File: config.mk
export PLATFORM = sky130hd
export DESIGN_NAME = cpu_register_file
export DESIGN_NICKNAME = d
export VERILOG_FILES = /design/src/pkg/regfile_pkg.sv /design/src/pkg/lane_if.sv /design/src/core/size_merge.sv /design/src/core/cpu_register_file.sv
export SDC_FILE = /design/constraint.sdc
export NUM_CORES = 2
export LEC_CHECK = 0
export ABC_AREA = 1
export BUFFER_PORTS_ARGS = -buffer_cell sky130_fd_sc_hd__buf_2
export CAP_MARGIN = 20
export CORE_MARGIN = 4
export CORE_UTILIZATION = 40
export CTS_CLUSTER_DIAMETER = 200
export CTS_CLUSTER_SIZE = 30
export DETAILED_ROUTE_END_ITERATION = 12
export PLACE_DENSITY = 0.6
export SLEW_MARGIN = 20
export SYNTH_ARGS = -nofsm -noshare
export SYNTH_HDL_FRONTEND = slang
export SYNTH_SLANG_ARGS = --single-unit
export TNS_END_PERCENT = 20
File: constraint.sdc
create_clock -name pclk -period 2.04 [get_ports pclk]
set_input_delay 0.306 -clock pclk [delete_from_list [all_inputs] [get_ports pclk]]
set_output_delay 0.306 -clock pclk [all_outputs]
set_load 0.02 [all_outputs]
File: src/pkg/regfile_pkg.sv
package regfile_pkg;
  localparam int unsigned DATA_W = 32;
  localparam int unsigned REG_SEL_W = 4;
  localparam int unsigned EXT_ADDR_W = 24;
  localparam int unsigned SPACE_W = 3;
  localparam int unsigned VEC_NUM_W = 8;
  localparam int unsigned VEC_ENTRY_SHIFT = 2;
  localparam int unsigned VEC_TABLE_BYTES = 1024;
  localparam int unsigned VEC_COUNT = 256;

  // Register index numbers on the internal register bus
  localparam logic [3:0] IDX_PC = 4'h0;
  localparam logic [3:0] IDX_SR = 4'h1;
  localparam logic [3:0] IDX_VBR = 4'h2;
  localparam logic [3:0] IDX_SFC = 4'h3;
  localparam logic [3:0] IDX_DFC = 4'h4;
  localparam logic [3:0] IDX_USP = 4'h5;
  localparam logic [3:0] IDX_SSP = 4'h6;

  // APB map, byte addresses
  localparam logic [11:0] OFF_GPR_BASE = 12'h000;
  localparam logic [11:0] OFF_CTRL_BASE = 12'h040;
  localparam logic [11:0] OFF_CTRL_END = 12'h05c;
  localparam logic [11:0] OFF_VEC_ADDR = 12'h060;
  localparam logic [11:0] OFF_STATUS = 12'h064;

  // Status register fields and reset values
  localparam int unsigned SR_S_BIT = 13;
  localparam logic [15:0] SR_WRITE_MASK = 16'ha71f;
  localparam logic [15:0] SR_RESET = 16'h2700;
  localparam logic [31:0] PC_RESET = 32'h0000_0000;
  localparam logic [31:0] VBR_RESET = 32'h0000_0000;

  typedef enum logic [1:0] {
    SZ_BYTE = 2'h0,
    SZ_WORD = 2'h1,
    SZ_LONG = 2'h2
  } op_size_t;

  typedef enum logic [2:0] {
    SPC_USER_DATA = 3'h1,
    SPC_USER_PROG = 3'h2,
    SPC_SUPV_DATA = 3'h5,
    SPC_SUPV_PROG = 3'h6,
    SPC_CPU = 3'h7
  } space_code_t;

  typedef enum logic [2:0] {
    ACC_PROG = 3'h1,
    ACC_DATA = 3'h2,
    ACC_CPU = 3'h4
  } access_kind_t;
endpackage

File: src/pkg/lane_if.sv
`timescale 1ns/10ps
`default_nettype none
interface lane_if;
  logic [31:0] old_val;
  logic [31:0] new_val;
  regfile_pkg::op_size_t size;
  logic is_addr;
  logic [31:0] merged;
  modport merger (input old_val, input new_val, input size, input is_addr, output merged);
  modport user (output old_val, output new_val, output size, output is_addr, input merged);
endinterface
`default_nettype wire

File: src/core/size_merge.sv
`timescale 1ns/10ps
`default_nettype none
// Merges a sized write into an old register value.
module size_merge (
  lane_if.merger lane
);
  always_comb begin
    if (lane.is_addr) begin
      // Word writes to address registers sign-extend to the full width
      if (lane.size == regfile_pkg::SZ_WORD) begin
        lane.merged = {{16{lane.new_val[15]}}, lane.new_val[15:0]};
      end else begin
        lane.merged = lane.new_val;
      end
    end else begin
      unique case (lane.size)
        regfile_pkg::SZ_BYTE: lane.merged = {lane.old_val[31:8], lane.new_val[7:0]};
        regfile_pkg::SZ_WORD: lane.merged = {lane.old_val[31:16], lane.new_val[15:0]};
        default: lane.merged = lane.new_val;
      endcase
    end
  end
endmodule
`default_nettype wire

File: src/core/cpu_register_file.sv
`timescale 1ns/10ps
`default_nettype none
// Operation
// - Eight data registers hold byte to long operands and addresses.
// - Seven address registers plus two stack pointers hold addresses.
// - Address registers take word and long only; data take byte, word, long.
// - Any of sixteen general registers may act as index register.
// - Privilege bit picks user or supervisor level and stack pointer.
// - At user level, supervisor-only registers are withheld.
// - Privileged instructions are refused at user level.
// - Program counter is 32 bits and holds next instruction address.
// - Status register keeps condition codes of the last operation.
// - Vector address is table base plus vector displacement.
// - Source and destination space registers hold 3-bit codes.
// - Spaces split user/supervisor, program/data, plus a CPU space.
// - Three space code outputs name the space of each access.
// - Addresses are 32 bits inside, 24 bits driven outside.
// - Vector table spans 1024 bytes holding 256 vectors.
module cpu_register_file (
  input wire logic pclk,
  input wire logic presetn,
  input wire logic psel,
  input wire logic penable,
  input wire logic pwrite,
  input wire logic [11:0] paddr,
  input wire logic [31:0] pwdata,
  output logic [31:0] prdata,
  output logic pready,
  output logic pslverr,
  input wire logic gpr_we,
  input wire logic [3:0] gpr_wsel,
  input wire regfile_pkg::op_size_t gpr_wsize,
  input wire logic [31:0] gpr_wdata,
  input wire logic [3:0] rd_sel_a,
  output logic [31:0] rd_data_a,
  input wire logic [3:0] index_sel,
  input wire logic index_long,
  output logic [31:0] index_value,
  input wire logic ccr_we,
  input wire logic [4:0] ccr_wdata,
  output logic [4:0] cond_codes,
  input wire logic pc_we,
  input wire logic [31:0] pc_wdata,
  output logic [31:0] program_counter,
  input wire logic [7:0] vector_num,
  output logic [31:0] vector_addr,
  input wire logic priv_insn,
  output logic priv_violation,
  input wire regfile_pkg::access_kind_t access_kind,
  input wire logic use_src_space,
  input wire logic use_dst_space,
  input wire logic [31:0] bus_addr_int,
  output logic [23:0] bus_addr_ext,
  output logic [2:0] space_code_outputs,
  output logic supervisor_mode
);
  logic [31:0] data_regs_r [8];
  logic [31:0] data_regs_nxt [8];
  logic [31:0] addr_regs_r [7];
  logic [31:0] addr_regs_nxt [7];
  logic [31:0] user_stack_pointer_r, user_stack_pointer_nxt;
  logic [31:0] supervisor_stack_pointer_r, supervisor_stack_pointer_nxt;
  logic [31:0] pc_r, pc_nxt;
  logic [15:0] status_register_r, status_register_nxt;
  logic [31:0] vector_table_base_r, vector_table_base_nxt;
  logic [2:0] source_space_code_reg_r, source_space_code_reg_nxt;
  logic [2:0] destination_space_code_reg_r, destination_space_code_reg_nxt;
  logic [31:0] prdata_nxt;
  logic pslverr_nxt;
  logic [23:0] bus_addr_r, bus_addr_nxt;
  logic [2:0] space_r, space_nxt;
  logic priv_viol_r, priv_viol_nxt;
  logic [31:0] merged;
  logic [31:0] old_val, index_raw;
  logic sup;
  logic apb_wr, apb_rd;
  logic apb_gpr, apb_ctrl;
  logic [3:0] apb_idx;
  lane_if lane ();

  assign sup = status_register_r[regfile_pkg::SR_S_BIT];
  assign apb_wr = psel && penable && pwrite;
  assign apb_rd = psel && penable && !pwrite;
  assign apb_gpr = paddr < regfile_pkg::OFF_CTRL_BASE && paddr[1:0] == 2'h0;
  assign apb_ctrl = paddr >= regfile_pkg::OFF_CTRL_BASE && paddr <= regfile_pkg::OFF_CTRL_END
    && paddr[1:0] == 2'h0;
  assign apb_idx = paddr[5:2];

  // Shared read of any general register; index 15 follows the active stack pointer
  function automatic logic [31:0] gpr_read(input logic [3:0] sel);
    if (!sel[3]) begin
      gpr_read = data_regs_r[sel[2:0]];
    end else if (sel[2:0] != 3'h7) begin
      gpr_read = addr_regs_r[sel[2:0]];
    end else begin
      gpr_read = sup ? supervisor_stack_pointer_r : user_stack_pointer_r;
    end
  endfunction

  // A process, not assigns: the reads must follow register updates, not only the selects
  always_comb begin
    old_val = gpr_read(gpr_wsel);
    rd_data_a = gpr_read(rd_sel_a);
    index_raw = gpr_read(index_sel);
    index_value = index_long ? index_raw : {{16{index_raw[15]}}, index_raw[15:0]};
  end
  assign lane.old_val = old_val;
  assign lane.new_val = gpr_wdata;
  assign lane.is_addr = gpr_wsel[3];
  // Byte size is not legal on address registers; treat it as word
  assign lane.size = (gpr_wsel[3] && gpr_wsize == regfile_pkg::SZ_BYTE) ?
    regfile_pkg::SZ_WORD : gpr_wsize;
  assign merged = lane.merged;

  size_merge u_merge (
    .lane(lane)
  );

  always_comb begin
    for (int i = 0; i < 8; i++) begin
      data_regs_nxt[i] = data_regs_r[i];
    end
    for (int i = 0; i < 7; i++) begin
      addr_regs_nxt[i] = addr_regs_r[i];
    end
    user_stack_pointer_nxt = user_stack_pointer_r;
    supervisor_stack_pointer_nxt = supervisor_stack_pointer_r;
    if (gpr_we) begin
      if (!gpr_wsel[3]) begin
        data_regs_nxt[gpr_wsel[2:0]] = merged;
      end else if (gpr_wsel[2:0] != 3'h7) begin
        addr_regs_nxt[gpr_wsel[2:0]] = merged;
      end else if (sup) begin
        supervisor_stack_pointer_nxt = merged;
      end else begin
        user_stack_pointer_nxt = merged;
      end
    end else if (apb_wr && apb_gpr) begin
      if (!apb_idx[3]) begin
        data_regs_nxt[apb_idx[2:0]] = pwdata;
      end else if (apb_idx[2:0] != 3'h7) begin
        addr_regs_nxt[apb_idx[2:0]] = pwdata;
      end else if (sup) begin
        supervisor_stack_pointer_nxt = pwdata;
      end else begin
        user_stack_pointer_nxt = pwdata;
      end
    end
    // Supervisor-only registers reachable from the bus only at supervisor level
    if (!gpr_we && apb_wr && apb_ctrl && sup) begin
      if (apb_idx[2:0] == regfile_pkg::IDX_USP[2:0]) begin
        user_stack_pointer_nxt = pwdata;
      end
      if (apb_idx[2:0] == regfile_pkg::IDX_SSP[2:0]) begin
        supervisor_stack_pointer_nxt = pwdata;
      end
    end
  end

  always_comb begin
    pc_nxt = pc_r;
    status_register_nxt = status_register_r;
    vector_table_base_nxt = vector_table_base_r;
    source_space_code_reg_nxt = source_space_code_reg_r;
    destination_space_code_reg_nxt = destination_space_code_reg_r;
    if (pc_we) begin
      pc_nxt = pc_wdata;
    end
    if (ccr_we) begin
      status_register_nxt[4:0] = ccr_wdata;
    end
    if (apb_wr && apb_ctrl) begin
      unique case (apb_idx[2:0])
        regfile_pkg::IDX_PC[2:0]: pc_nxt = pc_we ? pc_wdata : pwdata;
        regfile_pkg::IDX_SR[2:0]: begin
          // User code may only touch the five condition code bits
          if (sup) begin
            status_register_nxt = pwdata[15:0] & regfile_pkg::SR_WRITE_MASK;
          end else if (!ccr_we) begin
            status_register_nxt[4:0] = pwdata[4:0];
          end
        end
        regfile_pkg::IDX_VBR[2:0]: if (sup) vector_table_base_nxt = pwdata;
        regfile_pkg::IDX_SFC[2:0]: if (sup) source_space_code_reg_nxt = pwdata[2:0];
        regfile_pkg::IDX_DFC[2:0]: if (sup) destination_space_code_reg_nxt = pwdata[2:0];
        default: ;
      endcase
    end
  end

  always_comb begin
    prdata_nxt = 32'h0000_0000;
    pslverr_nxt = 1'b0;
    if (apb_rd && apb_gpr) begin
      prdata_nxt = gpr_read(apb_idx);
    end else if (apb_rd && apb_ctrl) begin
      unique case (apb_idx[2:0])
        regfile_pkg::IDX_PC[2:0]: prdata_nxt = pc_r;
        regfile_pkg::IDX_SR[2:0]: prdata_nxt = sup ? {16'h0000, status_register_r} :
          {27'h0, status_register_r[4:0]};
        regfile_pkg::IDX_VBR[2:0]: prdata_nxt = sup ? vector_table_base_r : 32'h0000_0000;
        regfile_pkg::IDX_SFC[2:0]: prdata_nxt = sup ? {29'h0, source_space_code_reg_r} : 32'h0;
        regfile_pkg::IDX_DFC[2:0]: prdata_nxt = sup ? {29'h0, destination_space_code_reg_r} : 32'h0;
        regfile_pkg::IDX_USP[2:0]: prdata_nxt = sup ? user_stack_pointer_r : 32'h0;
        regfile_pkg::IDX_SSP[2:0]: prdata_nxt = sup ? supervisor_stack_pointer_r : 32'h0;
        default: prdata_nxt = 32'h0000_0000;
      endcase
      pslverr_nxt = !sup && apb_idx[2:0] != regfile_pkg::IDX_PC[2:0]
        && apb_idx[2:0] != regfile_pkg::IDX_SR[2:0];
    end else if (psel && penable && !apb_gpr && !apb_ctrl) begin
      pslverr_nxt = paddr != regfile_pkg::OFF_VEC_ADDR && paddr != regfile_pkg::OFF_STATUS;
      if (!pwrite && paddr == regfile_pkg::OFF_VEC_ADDR) prdata_nxt = vector_addr;
      if (!pwrite && paddr == regfile_pkg::OFF_STATUS) prdata_nxt = {31'h0, sup};
    end else if (psel && penable && pwrite && apb_ctrl && !sup) begin
      pslverr_nxt = apb_idx[2:0] != regfile_pkg::IDX_PC[2:0]
        && apb_idx[2:0] != regfile_pkg::IDX_SR[2:0];
    end
  end

  always_comb begin
    bus_addr_nxt = bus_addr_int[regfile_pkg::EXT_ADDR_W-1:0];
    priv_viol_nxt = priv_insn && !sup;
    if (use_src_space) begin
      space_nxt = source_space_code_reg_r;
    end else if (use_dst_space) begin
      space_nxt = destination_space_code_reg_r;
    end else begin
      unique case (access_kind)
        regfile_pkg::ACC_PROG: space_nxt = sup ? regfile_pkg::SPC_SUPV_PROG :
          regfile_pkg::SPC_USER_PROG;
        regfile_pkg::ACC_DATA: space_nxt = sup ? regfile_pkg::SPC_SUPV_DATA :
          regfile_pkg::SPC_USER_DATA;
        regfile_pkg::ACC_CPU: space_nxt = regfile_pkg::SPC_CPU;
        default: space_nxt = regfile_pkg::SPC_CPU;
      endcase
    end
  end

  always_ff @(posedge pclk or negedge presetn) begin
    if (!presetn) begin
      for (int i = 0; i < 8; i++) data_regs_r[i] <= 32'h0000_0000;
      for (int i = 0; i < 7; i++) addr_regs_r[i] <= 32'h0000_0000;
      user_stack_pointer_r <= 32'h0000_0000;
      supervisor_stack_pointer_r <= 32'h0000_0000;
      pc_r <= regfile_pkg::PC_RESET;
      status_register_r <= regfile_pkg::SR_RESET;
      vector_table_base_r <= regfile_pkg::VBR_RESET;
      source_space_code_reg_r <= 3'h0;
      destination_space_code_reg_r <= 3'h0;
      bus_addr_r <= 24'h00_0000;
      space_r <= 3'h0;
      priv_viol_r <= 1'b0;
    end else begin
      data_regs_r <= data_regs_nxt;
      addr_regs_r <= addr_regs_nxt;
      user_stack_pointer_r <= user_stack_pointer_nxt;
      supervisor_stack_pointer_r <= supervisor_stack_pointer_nxt;
      pc_r <= pc_nxt;
      status_register_r <= status_register_nxt;
      vector_table_base_r <= vector_table_base_nxt;
      source_space_code_reg_r <= source_space_code_reg_nxt;
      destination_space_code_reg_r <= destination_space_code_reg_nxt;
      bus_addr_r <= bus_addr_nxt;
      space_r <= space_nxt;
      priv_viol_r <= priv_viol_nxt;
    end
  end

  // Zero-wait APB: read data and error are decoded within the access phase itself
  assign pready = 1'b1;
  assign prdata = prdata_nxt;
  assign pslverr = pslverr_nxt;
  assign cond_codes = status_register_r[4:0];
  assign program_counter = pc_r;
  // Vector numbers are scaled by four, so the table can never exceed its span
  assign vector_addr = vector_table_base_r +
    {22'h0, vector_num, 2'h0};
  assign bus_addr_ext = bus_addr_r;
  assign space_code_outputs = space_r;
  assign supervisor_mode = sup;
  assign priv_violation = priv_viol_r;

  property p_space_prog;
    @(posedge pclk) disable iff (!presetn)
      (presetn && !use_src_space && !use_dst_space && access_kind == regfile_pkg::ACC_PROG && sup)
      |=> space_code_outputs == regfile_pkg::SPC_SUPV_PROG;
  endproperty
  a_space_prog: assert property (p_space_prog) else $error("wrong program space code");
  property p_sfc_select;
    @(posedge pclk) disable iff (!presetn)
      use_src_space |=> space_code_outputs == $past(source_space_code_reg_r);
  endproperty
  a_sfc_select: assert property (p_sfc_select) else $error("source space not driven");
  property p_ext_addr;
    @(posedge pclk) disable iff (!presetn)
      presetn |=> bus_addr_ext == $past(bus_addr_int[23:0]);
  endproperty
  a_ext_addr: assert property (p_ext_addr) else $error("external address mismatch");
  property p_priv;
    @(posedge pclk) disable iff (!presetn)
      (priv_insn && !sup) |=> priv_violation;
  endproperty
  a_priv: assert property (p_priv) else $error("privileged op not refused");
  property p_sup_ok;
    @(posedge pclk) disable iff (!presetn)
      (priv_insn && sup) |=> !priv_violation;
  endproperty
  a_sup_ok: assert property (p_sup_ok) else $error("supervisor op refused");
  property p_pc;
    @(posedge pclk) disable iff (!presetn)
      (pc_we && !(apb_wr && apb_ctrl)) |=> program_counter == $past(pc_wdata);
  endproperty
  a_pc: assert property (p_pc) else $error("pc not loaded");
  property p_ccr;
    @(posedge pclk) disable iff (!presetn)
      ccr_we |=> cond_codes == $past(ccr_wdata);
  endproperty
  a_ccr: assert property (p_ccr) else $error("condition codes not kept");
  property p_vec;
    @(posedge pclk) disable iff (!presetn)
      vector_addr - vector_table_base_r < 32'd1024;
  endproperty
  a_vec: assert property (p_vec) else $error("vector outside table");
  property p_byte_keep;
    @(posedge pclk) disable iff (!presetn)
      (gpr_we && !gpr_wsel[3] && gpr_wsize == regfile_pkg::SZ_BYTE)
      |=> data_regs_r[$past(gpr_wsel[2:0])][31:8] == $past(old_val[31:8]);
  endproperty
  a_byte_keep: assert property (p_byte_keep) else $error("upper data bits changed");
  property p_vbr_user;
    @(posedge pclk) disable iff (!presetn)
      !sup |=> vector_table_base_r == $past(vector_table_base_r);
  endproperty
  a_vbr_user: assert property (p_vbr_user) else $error("vbr changed at user level");
endmodule
`default_nettype wire

# [After elaboration in Yosys (flattened, before gate mapping)]
# Cells that the tools add are included.
[classes] n_lt_le_gt_ge=9 mux=102 n_eq_ne=22 addsub=1 bitwise=4 n_reduce_logical=46
[ops] cell="32-bit two-way mux" count=58
[ops] cell="224-bit two-way mux" count=6
[ops] cell="256-bit two-way mux" count=4
[ops] cell="32-bit binary-select mux with 3-bit select" count=7
[ops] cell="256-bit bitwise mux" count=2
[ops] cell="224-bit bitwise mux" count=2
[ops] cell="32-bit case mux with 7 select lines" count=1
[ops] cell="32-bit demux with 3-bit select" count=2
[ops] cell="32-bit case mux with 2 select lines" count=1
[ops] cell="32-bit by 10-bit adder with 32-bit output" count=1
[ops] cell="1-bit logical AND" count=26
[ops] cell="5-bit two-way mux" count=5
[ops] cell="12-bit by 7-bit == test with 1-bit output (second input constant)" count=2
[ops] cell="12-bit by 7-bit != test with 1-bit output (second input constant)" count=2
[ops] cell="3-bit two-way mux" count=6
[ops] cell="4-bit >= comparator (second input constant)" count=4
[ops] cell="16-bit two-way mux" count=1
[ops] cell="3-bit NOT with 4-bit output" count=4
[ops] cell="3-bit AND reduction" count=5
[ops] cell="12-bit by 7-bit >= comparator with 1-bit output (second input constant)" count=1
[ops] cell="12-bit by 7-bit <= comparator with 1-bit output (second input constant)" count=1
[ops] cell="12-bit by 7-bit less-than comparator with 1-bit output (second input constant)" count=1
[ops] cell="3-bit != test (second input constant)" count=4
[ops] cell="3-bit by 2-bit == test with 1-bit output (second input constant)" count=3
[ops] cell="18 further kinds" count=35
[totals] reg_bits=652 output_inout_bits=196 wordCells=211 inputBits=182

# [Logic depth before layout (Yosys ltp)]
[logic_depth] ltp_word=12 depth_mapped=14 depth_no_buf=13

# [Hierarchy]
# A second synthesis with hierarchy kept.
[unflattened] hier_cells=7788 area_unflattened_um2=49381.1
[modules_own_cells] module="cpu_register_file" cells_per_inst=7613 seq_area_each_um2=16320.7 area_each_um2=48612.9 instances=1
[modules_own_cells] module="size_merge" cells_per_inst=175 seq_area_each_um2=0.0 area_each_um2=768.2 instances=1

# [Least setup slack after synthesis]
# No wires, ideal clock.
[synth_path] path_kind="register to output" from="register vector_table_base_r[2]" to="output port prdata[18]" required_time_ns=1.734 t_arrival_ns=2.296 stages_incl_launch_ff=13 path_slack_ns=-0.562 n_path_buf=0 cell_sequence="dfrtp_1 ha_1 inv_1 fa_1 nand3b_1 nand2_1 nand2_1 nand2_1 nand2_1 nand2_1 and2_1 nand2_1 a21oi_1"
[synth_between] elab_chain_len=6
[synth_rtl] element="start: declaration" line="cpu_register_file.sv:65" source="logic [31:0] vector_table_base_r, vector_table_base_nxt;"
[synth_rtl] element="start signal: assignment" line="cpu_register_file.sv:247" source="vector_table_base_r <= regfile_pkg::VBR_RESET;"
[synth_rtl] element="start signal: assignment" line="cpu_register_file.sv:260" source="vector_table_base_r <= vector_table_base_nxt;"
[synth_rtl] element="32-bit by 10-bit adder with 32-bit output" line="cpu_register_file.sv:276" source="assign vector_addr = vector_table_base_r +"
[synth_rtl] element="via vector_addr[18]" line="cpu_register_file.sv:46" source="output logic [31:0] vector_addr,"
[synth_rtl] element="32-bit two-way mux" line="cpu_register_file.sv:212" source="if (!pwrite && paddr == regfile_pkg::OFF_VEC_ADDR) prdata_nxt = vector_addr;"
[synth_rtl] element="32-bit two-way mux" line="cpu_register_file.sv:213" source="if (!pwrite && paddr == regfile_pkg::OFF_STATUS) prdata_nxt = {31'h0, sup};"
[synth_rtl] element="32-bit two-way mux" line="cpu_register_file.sv:210" source="end else if (psel && penable && !apb_gpr && !apb_ctrl) begin"
[synth_rtl] element="32-bit two-way mux" line="cpu_register_file.sv:196" source="end else if (apb_rd && apb_ctrl) begin"
[synth_rtl] element="32-bit two-way mux" line="cpu_register_file.sv:194" source="if (apb_rd && apb_gpr) begin"
[synth_rtl] element="end: declaration" line="cpu_register_file.sv:27" source="output logic [31:0] prdata,"
# The timed path passes the listed nets, and every way through them passes these cells.

# [Final worst setup path]
[layout_path] from="register status_register_r[13]" to="output port index_value[29]"
[layout_between] elab_chain_len=4
[layout_rtl] element="start: declaration" line="cpu_register_file.sv:64" source="logic [15:0] status_register_r, status_register_nxt;"
[layout_rtl] element="start signal: assignment" line="cpu_register_file.sv:246" source="status_register_r <= regfile_pkg::SR_RESET;"
[layout_rtl] element="start signal: assignment" line="cpu_register_file.sv:259" source="status_register_r <= status_register_nxt;"
[layout_rtl] element="32-bit two-way mux" line="cpu_register_file.sv:96" source="gpr_read = sup ? supervisor_stack_pointer_r : user_stack_pointer_r;"
[layout_rtl] element="32-bit two-way mux" line="cpu_register_file.sv:93" source="end else if (sel[2:0] != 3'h7) begin"
[layout_rtl] element="32-bit two-way mux" line="cpu_register_file.sv:91" source="if (!sel[3]) begin"
[layout_rtl] element="32-bit two-way mux" line="cpu_register_file.sv:105" source="index_value = index_long ? index_raw : {{16{index_raw[15]}}, index_raw[15:0]};"
[layout_rtl] element="end: declaration" line="cpu_register_file.sv:38" source="output logic [31:0] index_value,"
# No other way between the ends.

==> results.md <==
- Sequential-to-total area share from yosys stat: 0.3332
- Crit path launch: status_register_r[13]
- CP endpoint kind: output pin
- Most common cell after layout, fill and taps aside: nand2_1
- Crit path max fanout: 7
- Mux contribution to synthesized area: 0.0002299
- Place WS: -0.7376 ns
- Num Clock Sinks: approximately 650
- Post-Layout Cell Count: 10.81k
- Yosys warns: 0
- DR pass1 iterations: 10
- Worst path required time: 1.73 ns
- Switch Pwr: 14.47 mW
- Period utilization: 1.598
- DR iter-0 viols: 10.91k
- Initial antenna violation count: 18
- Seq cells post-synth: 652
- Critical register-to-register path startpoint: status_register_r[13]
- RSZ-0062 raised after global routing: true
- Gpl congestion: roughly 1.1
- Synth Instances: ~8.1k
- Async set-or-reset flop fraction in the synthesized netlist: 1.000
- Clk Latency, worst-skew pair: 0.74 ns
- Post-route clock skew: approximately 0.039 ns
- Num CTS Buffers: 25
- Reg-to-reg setup timing slack: -0.33 ns
- Clock power frac: 0.204
- CTS tree: yes
- Top Ports: between 300 and 400
- Vias post-DR: 66.32k
- EDFF count, synth: 0
- Cell Pwr Density: 534.8 nW/µm²
- Total Nets Final: 9350
- Final Hold Viols: 0
- Placed insts: 10.62k
- Crit Path Class: register to output pin
- Post-detail-place hpwl: 234600 µm
- Switching Share: 0.4050
- Int Power: 21.26 mW
- First-pass GRT wire length: 444600 µm
- CP Launch Type: register
- Worst-case clock buffer depth: 3
- H-tree depth: 1
- GRT Util Overall: 0.4785
- Max Cap Viol: 0
- Peak supply drop: 0.6922 mV
- Status: finished with violations
- GRT overflow: 0
- Area Growth Syn to Fin: 36.38%
- Vias per cell: ~6.1
- Post-Synth XOR/XNOR Area: 0.001252
- Die area: 128100 µm²
- Worst-path clk slew: about 0.13 ns
- Crit path to: index_value[29]
- Final max-slew violation count: 0
- Worst Hold Class: input pin to async pin
- Synth Flop Type: dfrtp_1
- Design Power: approximately 36 mW
- Worst r2r path cells: 11
- Distinct cells, synth: 49
- Post-layout min period: 3.260 ns
- Dominant combinational cell family by area after synthesis: simple AND/OR/NAND/NOR gates
- Leakage power: between 30 and 40 nW
- Part of the power in registers: 0.432
- Antenna viol nets, final: 0
- IO buf count: around 370
- Setup WS post-layout: -1.220 ns
- Root buf cell: clkbuf_16
- Violated checks: negative setup slack
- Share of cells above drive strength 1: 0.2218
- Row cnt: ~130
- Post-Synthesis Net Count: just over 8k
- Max Clock Freq: 306.8 MHz
- DIE WIDTH: 357.9 µm
- Final wirelength: 317800 µm
- Avg Cell Area, Syn: 6.060 µm²
- Core ar.: 121700 µm²
- Number of global-route vias before repair: 61.11k
- Avg WL per Cell: 29.41 µm
- Initial Utilization: 0.4024
- Combinational share of power: 0.364
- Die H: between 300 and 400 µm
- Worst rel slew slack: 0.3004
- RR Endpoint: user_stack_pointer_r[28]
- Complex-gate fraction of the synthesized area: 0.2102
- Mapped Area: approximately 50000 µm²
- # setup viols final: 233
- Adder-cell share of the synthesized area: 0.002452
- Synth Area in Simple Gates: 0.3530
- Largest net degree at the start of global routing: 78
- Commonest non-fill, non-tap cells in the layout: 2879 x nand2_1, 897 x buf_4, 834 x o21ai_0
- Post-route DRC: 0
- Worst Tran Pin Value: around 1.0 ns
- WP data arrival: 2.95 ns
## synth_stat cells, types with 5 or more instances
cell type  number  area (µm²)
buf_1          66       247.7
a22oi_1         6       45.04
nand4_1       106       663.1
clkbuf_1      383        1438
clkinv_1        5       18.77
a31oi_1         7       43.79
inv_1         612        2297
nand3_1       633        3168
o21ai_0       933        4669
a21boi_0        8       60.06
nand2_1      2987       11210
and2_1         12       75.07
a21oi_1       639        3198
nor3_1          5       25.02
o211ai_1      113       848.3
ha_1            8       100.1
buf_4          21       157.7
nor2_1        440        1652
buf_6           6       67.56
or2_2          22       137.6
nor2_2         15       93.84
a21boi_1       19       142.6
o21a_1          7       52.55
xor2_1          6       52.55
nand2_2         6       37.54
dfrtp_1       648       16220
o22ai_1        99       619.3
o21ai_1        53       265.3
buf_2         101       505.5
o31ai_1        29       217.7
nand3b_1       17       127.6
o2111ai_1       5       43.79
inv_2          38       142.6
## power by group through the flow
stage               clock [mW]  sequential [mW]  combinational, mW
floorplan                    0             15.3               5.38
finish                    7.28             15.4               13.0
global placement             0             15.6               11.4
CTS                       7.25             15.3               12.1
global route              7.60             15.5               13.6
detailed placement           0             15.6               11.4
## cells by family after synthesis
group,Yosys count
muxes,1
other,1
xor gates and xnor gates,7
AOI/OAI and AO/OA,1929
buffers and inverters,1232
and+or+nand+nor,4252
DFF,652
adders and majority gates,9
## through the flow
| step | TNS [ns] | hold slack [ns] | cell area [µm²] | util |
|---|---|---|---|---|
| floorplan | -5.789 | 0.01041 | 49280 | - |
| CTS | -164.06 | 0.001349 | 65760 | 0.5403 |
| global route | -172.95 | 0.03080 | 66770 | 0.5486 |
| global placement | -256.75 | 0.1556 | 61920 | 0.5087 |
| detailed placement | -276.59 | 0.1548 | 61920 | 0.5087 |
| finish | -157.64 | 0.01644 | 66800 | 0.5488 |
## registers in the layout (all words and copies together) (netlist names), 10 cells and up
signal / count
vector_table_base_r: 32
program_counter: 32
status_register_r: 10
supervisor_stack_pointer_r: 32
user_stack_pointer_r: 32
bus_addr_ext: 24
addr_regs_r: 224
data_regs_r: 256
## routing by layer
| layer | part of all wire | global-route usage | up-vias | routed length (µm) |
|---|---|---|---|---|
| li1 | - | - | 28510 | - |
| met1 | 0.38 | 0.6234 | 31090 | 119800 |
| met2 | 0.39 | 0.6683 | 5412 | 124700 |
| met3 | 0.16 | 0.2034 | 1289 | 50910 |
| met4 | 0.070 | 0.2543 | 12 | 22330 |
| met5 | 0.00027 | 0 | - | 85 |
## area by class of cell
cell class | count | area [µm²]
Fill cell | 12160 | 54920
Sequential cell | 652 | 16330
Inverter | 655 | 2484
Antenna cell | 13 | 32.53
Clock inverter | 1 | 8.758
Tap cell | 1625 | 2033
Timing Repair Buffer | 1625 | 15310
Multi-Input combinational cell | 6200 | 29940
Clock buffer | 34 | 659.4
## timing repair
action	CTS	global route
cloned	6	1
endpoints found under the hold margin	441	0
resized for setup	557	248
pin swaps	82	96
hold buffers	103	0
buffers inserted	30	20
setup endpoints to repair	229	265
## critical path, stage by stage, from the launching register on
cell	delay, ns
dfstp_4	0.77
buf_12	0.21
nand2_4	0.09
o21ai_4	0.08
buf_6	0.14
clkinvlp_4	0.17
o21ai_2	0.17
a21oi_2	0.07
o21ai_2	0.21
nand2_1	0.09
nand2_1	0.09
buf_6	0.13
## worst min-delay path by stage
stage          cells after the start               end  slack (ns)
3_3_place_gp                       1  data_regs_r[161]        0.16
5_1_grt                            2  data_regs_r[161]        0.03
3_5_place_dp                       1  data_regs_r[162]        0.15
2_1_floorplan                      0    addr_regs_r[0]        0.01
6_report                           2  data_regs_r[161]        0.02
4_1_cts                            3    data_regs_r[1]       0.001
Power figures use the tool's default switching activity.
